File: config.mk
export PLATFORM = sky130hd
export DESIGN_NAME = bsis_input_module
export DESIGN_NICKNAME = d
export VERILOG_FILES = /design/src/design/bsis_input_module.v /design/src/design/bsis_uart_rx.v
export VERILOG_INCLUDE_DIRS = /design/src /design/src/include
export SDC_FILE = /design/constraint.sdc
export NUM_CORES = 1
export LEC_CHECK = 0
export BUFFER_PORTS_ARGS = -buffer_cell sky130_fd_sc_hd__buf_2
export CORE_MARGIN = 3
export CORE_UTILIZATION = 40
export CTS_CLUSTER_DIAMETER = 150
export CTS_CLUSTER_SIZE = 8
export DETAILED_ROUTE_END_ITERATION = 12
export GPL_TIMING_DRIVEN = 0
export SLEW_MARGIN = 25
export SYNTH_ARGS = -nofsm -noshare
export SYNTH_HDL_FRONTEND = slang
export SYNTH_SLANG_ARGS = --single-unit
export TNS_END_PERCENT = 50
File: constraint.sdc
create_clock -name clk -period 16.4 [get_ports clk]
set_clock_uncertainty 0.2 [all_clocks]
set_input_delay 1.64 -clock clk [delete_from_list [all_inputs] [get_ports clk]]
set_output_delay 1.64 -clock clk [all_outputs]
set_load 0.005 [all_outputs]
File: src/include/bsis_consts.vh
// constants for the bit stream input sampler
`ifndef BSIS_CONSTS_VH
`define BSIS_CONSTS_VH
`define BSIS_NUM_STREAMS      32
`define BSIS_KSEL_W           3
`define BSIS_KMAX             3'h7
`define BSIS_SUBSET_W         3
`define BSIS_SUBSET_MAX       3'h4
`define BSIS_SAMPLE_CLK_HZ    32000000
`define BSIS_MON_STRETCH_US   10000
`define BSIS_BAUD             115000
`define BSIS_UART_BITS        8
`define BSIS_BURST_MAX        2048
`define BSIS_SEC_W            32
`define BSIS_CNT_W            32
`define BSIS_BURST_W          12
`define BSIS_SYNC_IDLE        3'h4
`endif

File: src/design/bsis_input_module.v
// input module: stream sampler, observe-time clock, monitor pulse, aux serial receiver
`include "bsis_consts.vh"
module bsis_input_module #(
  parameter integer CLK_HZ      = `BSIS_SAMPLE_CLK_HZ,
  parameter integer MON_CYCLES  = (`BSIS_SAMPLE_CLK_HZ / 1000000) * `BSIS_MON_STRETCH_US,
  parameter integer BAUD_CYCLES = `BSIS_SAMPLE_CLK_HZ / `BSIS_BAUD
) (
  input  wire                          clk,
  input  wire                          rst,
  input  wire [`BSIS_NUM_STREAMS-1:0]  inputBitStream,
  input  wire                          secondTick,
  input  wire                          alternateSecondTick,
  input  wire                          auxSerialInput,
  input  wire [`BSIS_KSEL_W-1:0]       rateSel,
  input  wire [`BSIS_SUBSET_W-1:0]     subsetSel,
  input  wire                          useAltTick,
  input  wire                          armSet,
  input  wire [`BSIS_SEC_W-1:0]        setSeconds,
  output reg  [`BSIS_NUM_STREAMS-1:0]  sampleDataQ,
  output reg                           sampleValidQ,
  output reg                           onSecondSampleQ,
  output reg                           observeTimeMonitorQ,
  output reg  [`BSIS_SEC_W-1:0]        observeSecondsQ,
  output reg                           observeSetQ,
  output reg  [7:0]                    auxDataQ,
  output reg                           auxValidQ,
  output reg                           auxOverrunQ
);
  // ----------------------------------------
  // input synchronisers
  // ----------------------------------------
  // streams and tick share the source clock, but still cross two stages; skew is equal
  reg [`BSIS_NUM_STREAMS-1:0] bsMeta_q;
  reg [`BSIS_NUM_STREAMS-1:0] bsSync_q;
  reg [2:0]                   tickMeta_q;
  reg [2:0]                   tickSync_q;
  reg                         tickPrev_q;
  reg                         altPrev_q;

  always @(posedge clk or posedge rst) begin
    if (rst) begin
      bsMeta_q   <= {`BSIS_NUM_STREAMS{1'b0}};
      bsSync_q   <= {`BSIS_NUM_STREAMS{1'b0}};
      // aux line idles high; a low reset value would fake a start bit
      tickMeta_q <= `BSIS_SYNC_IDLE;
      tickSync_q <= `BSIS_SYNC_IDLE;
      tickPrev_q <= 1'b0;
      altPrev_q  <= 1'b0;
    end else begin
      bsMeta_q   <= inputBitStream;
      bsSync_q   <= bsMeta_q;
      tickMeta_q <= {auxSerialInput, alternateSecondTick, secondTick};
      tickSync_q <= tickMeta_q;
      tickPrev_q <= tickSync_q[0];
      altPrev_q  <= tickSync_q[1];
    end
  end

  // ----------------------------------------
  // tick edge detection
  // ----------------------------------------
  // previous values reset low, matching the idle level of both tick pins
  wire tickRise = tickSync_q[0] & ~tickPrev_q;
  wire altRise  = tickSync_q[1] & ~altPrev_q;
  wire selRise  = useAltTick ? altRise : tickRise;

  // ----------------------------------------
  // sampling phase and phase mask
  // ----------------------------------------
  reg  [`BSIS_CNT_W-1:0] phase_q;
  wire [`BSIS_KSEL_W-1:0] kEff = (rateSel > `BSIS_KMAX) ? `BSIS_KMAX : rateSel;
  wire [`BSIS_CNT_W-1:0] phaseMask = ({{(`BSIS_CNT_W-1){1'b0}}, 1'b1} << kEff) - 1'b1;

  // ----------------------------------------
  // active subset
  // ----------------------------------------
  wire [`BSIS_SUBSET_W-1:0] sEff = (subsetSel > `BSIS_SUBSET_MAX) ? `BSIS_SUBSET_MAX : subsetSel;
  // number of active streams, a power of two up to sixteen
  wire [5:0] subsetCount = 6'h01 << sEff;
  wire [`BSIS_NUM_STREAMS-1:0] subsetMask =
    ({{(`BSIS_NUM_STREAMS-1){1'b0}}, 1'b1} << subsetCount) - 1'b1;
  wire sampleNow = tickRise | ((phase_q & phaseMask) == {`BSIS_CNT_W{1'b0}});

  always @(posedge clk or posedge rst) begin
    if (rst) begin
      phase_q         <= {`BSIS_CNT_W{1'b0}};
      sampleDataQ     <= {`BSIS_NUM_STREAMS{1'b0}};
      sampleValidQ    <= 1'b0;
      onSecondSampleQ <= 1'b0;
    end else begin
      // tick restarts the phase so the on-second bit is sample zero
      phase_q         <= tickRise ? {{(`BSIS_CNT_W-1){1'b0}}, 1'b1} : phase_q + 1'b1;
      sampleValidQ    <= sampleNow;
      onSecondSampleQ <= tickRise;
      if (sampleNow) begin
        sampleDataQ <= bsSync_q & subsetMask;
      end
    end
  end

  // ----------------------------------------
  // observe-time clock and monitor
  // ----------------------------------------
  reg [`BSIS_CNT_W-1:0] secCnt_q;
  reg [`BSIS_CNT_W-1:0] monCnt_q;
  reg                   armed_q;

  // ----------------------------------------
  // arming for the next selected tick
  // ----------------------------------------
  // arm request wins over the consuming tick in the same cycle
  always @(posedge clk or posedge rst) begin
    if (rst) begin
      armed_q <= 1'b0;
    end else if (armSet) begin
      armed_q <= 1'b1;
    end else if (armed_q && selRise) begin
      armed_q <= 1'b0;
    end
  end

  // ----------------------------------------
  // second counting and monitor stretch
  // ----------------------------------------
  always @(posedge clk or posedge rst) begin
    if (rst) begin
      secCnt_q            <= {`BSIS_CNT_W{1'b0}};
      monCnt_q            <= {`BSIS_CNT_W{1'b0}};
      observeSetQ         <= 1'b0;
      observeSecondsQ     <= {`BSIS_SEC_W{1'b0}};
      observeTimeMonitorQ <= 1'b0;
    end else begin
      // re-setting from an async tick may jump one cycle
      if (armed_q && selRise) begin
        observeSetQ     <= 1'b1;
        observeSecondsQ <= setSeconds;
        // tick cycle itself is count zero, so a full second follows
        secCnt_q        <= {`BSIS_CNT_W{1'b0}};
        monCnt_q        <= MON_CYCLES[`BSIS_CNT_W-1:0];
      end else if (observeSetQ) begin
        // later ticks ignored; drift against the tick source clock is not tracked, seconds run on this clock alone
        if (secCnt_q == CLK_HZ[`BSIS_CNT_W-1:0] - 1'b1) begin
          secCnt_q        <= {`BSIS_CNT_W{1'b0}};
          observeSecondsQ <= observeSecondsQ + 1'b1;
          monCnt_q        <= MON_CYCLES[`BSIS_CNT_W-1:0];
        end else begin
          secCnt_q <= secCnt_q + 1'b1;
          if (monCnt_q != {`BSIS_CNT_W{1'b0}}) begin
            monCnt_q <= monCnt_q - 1'b1;
          end
        end
      end
      observeTimeMonitorQ <= observeSetQ && (monCnt_q != {`BSIS_CNT_W{1'b0}});
    end
  end

  // ----------------------------------------
  // auxiliary serial input
  // ----------------------------------------
  wire [7:0] rxData;
  wire       rxValid;
  reg  [`BSIS_BURST_W:0] burst_q;

  bsis_uart_rx #(
    .BIT_CYCLES (BAUD_CYCLES)
  ) uRx (
    .clk       (clk),
    .rst       (rst),
    .rxIn      (tickSync_q[2]),
    .dataQ     (rxData),
    .validQ    (rxValid),
    .frameErrQ ()
  );

  always @(posedge clk or posedge rst) begin
    if (rst) begin
      auxDataQ    <= 8'h00;
      auxValidQ   <= 1'b0;
    end else begin
      // bytes are forwarded for a future time update
      auxValidQ <= rxValid;
      if (rxValid) begin
        auxDataQ <= rxData;
      end
    end
  end

  // ----------------------------------------
  // burst length between second ticks
  // ----------------------------------------
  // overflow only flagged; bytes keep flowing for the consumer to judge
  always @(posedge clk or posedge rst) begin
    if (rst) begin
      burst_q     <= {(`BSIS_BURST_W+1){1'b0}};
      auxOverrunQ <= 1'b0;
    end else if (tickRise) begin
      burst_q     <= {{`BSIS_BURST_W{1'b0}}, rxValid};
      auxOverrunQ <= 1'b0;
    end else if (rxValid) begin
      burst_q <= burst_q + 1'b1;
      if (burst_q >= `BSIS_BURST_MAX) begin
        auxOverrunQ <= 1'b1;
      end
    end
  end
endmodule

File: src/design/bsis_uart_rx.v
// auxiliary serial byte receiver, 8 data bits, one stop bit, no parity
`include "bsis_consts.vh"
module bsis_uart_rx #(
  parameter integer BIT_CYCLES = 278
) (
  input  wire       clk,
  input  wire       rst,
  input  wire       rxIn,
  output reg  [7:0] dataQ,
  output reg        validQ,
  output reg        frameErrQ
);
  // ----------------------------------------
  // receiver state
  // ----------------------------------------
  localparam [1:0] ST_IDLE  = 2'h0;
  localparam [1:0] ST_START = 2'h1;
  localparam [1:0] ST_DATA  = 2'h2;
  localparam [1:0] ST_STOP  = 2'h3;

  reg [1:0]  stateQ;
  reg [15:0] cntQ;
  reg [2:0]  bitQ;
  reg [7:0]  shQ;

  always @(posedge clk or posedge rst) begin
    if (rst) begin
      stateQ    <= ST_IDLE;
      cntQ      <= 16'h0000;
      bitQ      <= 3'h0;
      shQ       <= 8'h00;
      dataQ     <= 8'h00;
      validQ    <= 1'b0;
      frameErrQ <= 1'b0;
    end else begin
      validQ    <= 1'b0;
      frameErrQ <= 1'b0;
      case (stateQ)
        ST_IDLE: begin
          if (!rxIn) begin
            stateQ <= ST_START;
            cntQ   <= BIT_CYCLES[16:1]; // center of start bit
          end
        end
        ST_START: begin
          if (cntQ == 16'h0000) begin
            if (rxIn) begin
              stateQ <= ST_IDLE; // glitch, not a start bit
            end else begin
              stateQ <= ST_DATA;
              cntQ   <= BIT_CYCLES[15:0] - 16'h0001;
              bitQ   <= 3'h0;
            end
          end else begin
            cntQ <= cntQ - 16'h0001;
          end
        end
        ST_DATA: begin
          if (cntQ == 16'h0000) begin
            shQ  <= {rxIn, shQ[7:1]}; // lsb first
            cntQ <= BIT_CYCLES[15:0] - 16'h0001;
            bitQ <= bitQ + 3'h1;
            if (bitQ == 3'h7) begin
              stateQ <= ST_STOP;
            end
          end else begin
            cntQ <= cntQ - 16'h0001;
          end
        end
        ST_STOP: begin
          if (cntQ == 16'h0000) begin
            stateQ <= ST_IDLE;
            if (rxIn) begin
              dataQ  <= shQ;
              validQ <= 1'b1;
            end else begin
              frameErrQ <= 1'b1;
            end
          end else begin
            cntQ <= cntQ - 16'h0001;
          end
        end
        default: begin
          stateQ <= ST_IDLE;
        end
      endcase
    end
  end
endmodule

==> flow_summary.yaml <==
run_status:
  status: "finished, final reports clean"
clock_tree:
  htreeDepth: 2
  cts.clk_slew.worst_paths_ns: 0.05
  clock_tree.root_cell: "clkbuf_16"
  postCtsResizedCells: 0
  insertion_delay_ns: 0.50
  postCtsHoldBufs: 0
  cts_setup_buffers: 0
  numCtsBuffers: 40
  clockBufferDepth: 3
  clock_sinks: 274
  cts_tree: "yes"
final_layout:
  final_util_pct: 49.14
  syn2layout_area_growth_pct: 19.01
  final_common_cell: "dfrtp_1"
  stdcell_area_um2: 14800
  final.fill_count: 2812
  drive_gt1_share_pct: 17.03
  num_antenna_cells: 0
  final_cell_mix: "dfrtp_1, buf_2, nand2_1, nor2_1, o21ai_0"
  multi_input_area_um2: 5109
  regArea_um2: 6859
  layout.nets: 1507
worst_hold_path:
  min_path_type: "flip-flop to flip-flop"
  hold_end: "bsSync_q[2]$_DFF_PP0_"
  hold_depth: 0
  worstHoldStart: "bsMeta_q[2]$_DFF_PP0_"
global_routing:
  grt_pass1_wl_mm: 48.58
  overflow: 0
  grt_usage_pct: 17.27
  antenna_found_initial: 1
  grt_max_degree: 95
  grt_pass1_vias: 9672
routing:
  drt-vias-per-instance: 5.296
  first_pass_iters: 7
  postRouteAntennaNets: 0
  detail_route.wl_per_cell_um: 15.71
  drt_iter0_drc: 555
  drcViolationCount: 0
  wirelength_mm: 28.44
  vias: 9591
yosys:
  synthCells: 1226
  syn_avg_cell_area_um2: 10.14
  syn_nets: 1320
  async_reset_ff_share_pct: 100.0
  synth_cell_types: 72
  syn_area_um2: 12430
  synth-main-ff-cell: "dfrtp_1"
  synth-seq-cells: 274
  synth_edf_count: 0
  seq_area_frac_synth_pct: 55.17
  ys_warn_count: 0
timing:
  fmax_mhz: 233.5
  worst_pin_slew_ns: 0.9403
  fin_setup_tns_ns: 0
  slew_headroom_pct: 36.83
  period_needed_ns: 4.283
  grt_setup_unrepaired: "false"
  final_hold_viol_count: 0
  hold_ws_ns: 0.1431
  fin_crit_sh_pct: 26.11
  setup_viol_count_final: 0
  slew_viol_final: 0
worst_setup_path:
  crit_path_top_delay_cell: "a21boi_1"
  worstPathRequired_ns: 16.58
  r2r_setup_slack_ns: 12.93
  regToRegStartpoint: "tickSync_q[0]$_DFF_PP0_"
  critical_path.max_fanout: 10
  cp.arrival_ns: 4.46
  end_kind: "flip-flop"
  max_stage_delay_ns: 0.68
  start_kind: "input pin"
  r2r_cells: 8
  r2r-end: "monCnt_q[11]$_DFFE_PP0P_"
  path_cells: "buf_2 -> or3b_2 -> a21boi_1 -> nor2_1 -> inv_1 -> o41ai_1 -> clkbuf_1 -> o21ai_0 -> o31ai_1"
  crit_type: "input pin to flip-flop"
place:
  hpwlAfterDp_mm: 19.14
  place_area_um2: 13720
  port-buffer-count: 142
  gp_congestion: 0.8177
pwr:
  seq_power_share_pct: 46.3
  p_per_area_nw_per_um2: 115.8
  clkPwrFrac_pct: 42.3
  comb_power_share_pct: 11.4
  p_leak_nw: 6.687
  p_sw_share_pct: 26.11
  p_int_w: 0.001266
  netSwitchingPower_w: 0.0004472
  peakVddDrop_mv: 0.06112
floorplan:
  fp.dieH_um: 182.3
  io_pins: 155
  die_w_um: 182.3
  core_um2: 30110
  die_area_um2: 33240
  start_util_pct: 41.29
  placementRows: 63
run:
  cap_violations: 0
==> worst max-delay path, delay by kind of cell <==
kind	cells	cell delay, ns
and+or+nand+nor	2	0.87
AOI/OAI and AO/OA	4	1.20
buffers and inverters	3	0.74
==> registers in the layout, indices dropped and copies added (netlist names), 13 cells and up, named ones only <==
| register | flops |
|---|---|
| monCnt_q | 32 |
| observeSecondsQ | 32 |
| phase_q | 32 |
| sampleDataQ | 32 |
| secCnt_q | 32 |
| bsMeta_q | 20 |
| bsSync_q | 20 |
| uRx.cntQ | 16 |
| burst_q | 13 |
==> logic make-up after synthesis <==
logic type / share of synthesized area [%]
and+or+nand+nor: 20.22
DFF: 55.17
AOI/OAI and AO/OA: 10.20
buffers and inverters: 3.744
xor gates and xnor gates: 7.044
muxes: 1.882
adders and majority gates: 1.711
other: 0.03016
==> layer usage <==
metal | global-route usage [%] | vias to the layer above | wire (um)
met1 | 24.76 | 4670 | 13730
met4 | 4.296 | 2 | 506
met5 | 0 | - | 13
li1 | - | 4639 | -
met2 | 27.11 | 231 | 12540
met3 | 3.428 | 49 | 1644
==> power groups by stage <==
stage / Clock (W) / Combinational (W) / Sequential [W]
finish: 0.000724 / 0.000196 / 0.000793
global route: 0.000778 / 0.000224 / 0.000802
CTS: 0.000750 / 0.000199 / 0.000792
detailed placement: 0 / 0.000198 / 0.000801
global placement: 0 / 0.000190 / 0.000801
floorplan: 0 / 0.000120 / 0.000792
==> through the flow <==
stage	worst slack (ns)	total power, W	instances
finish	12.12	0.001713	1811
global route	11.90	0.001804	1811
CTS	12.12	0.001741	1811
detailed placement	11.57	0.0009993	1761
global placement	3.800	0.0009906	1758
floorplan	7.011	0.0009127	1226
==> Yosys cell counts, types with 6 or more instances <==
master      n  area [um2]
nor2_1    113       424.2
nand3_1    61       305.3
xnor2_1    33       289.0
and4_1      8       70.07
clkbuf_1   34       127.6
o41ai_1     6       52.55
buf_2       6       30.03
o21a_1      6       45.04
o31ai_1    10       75.07
o21ai_0    84       420.4
xor2_1     67       586.8
ha_1       17       212.7
and3_1     13       81.33
inv_1      66       247.7
o22ai_1     8       50.05
a21oi_1    26       130.1
nand2_1   124       465.5
nor4_1     13       81.33
a21o_1      6       45.04
nor3b_1     7       52.55
dfrtp_1   272        6807
nand4_1    35       219.0
or3_1      24       150.1
or4_1      13       97.59
and2_1     11       68.82
a31oi_1    14       87.58
mux2_2     19       214.0
nor3_1     44       220.2
==> cell type report <==
cell class / count / area share (%)
multi-input combinational: 839 / 34.53
clock inverter: 3 / 0.1776
tap: 390 / 3.298
clock buffer: 47 / 7.086
inverter: 68 / 1.776
sequential: 274 / 46.36
timing repair buffer: 145 / 5.361
buffer: 45 / 1.421
==> worst max-delay path by stage <==
| stage | from | slack [ns] | cells after the start | endpoint |
|---|---|---|---|---|
| after floorplan | rst | 7.01 | 1 | async pin |
| after detailed placement | useAltTick | 11.57 | 9 | monCnt_q[11]$_DFFE_PP0P_ |
| after global placement | rst | 3.80 | 2 | observeSecondsQ[30]$_DFFE_PP0P_ |
| after global routing | useAltTick | 11.90 | 9 | monCnt_q[11]$_DFFE_PP0P_ |
| after CTS | useAltTick | 12.12 | 9 | monCnt_q[11]$_DFFE_PP0P_ |
| final | useAltTick | 12.12 | 9 | monCnt_q[11]$_DFFE_PP0P_ |
Note: power is estimated with default switching activity, not from simulation.
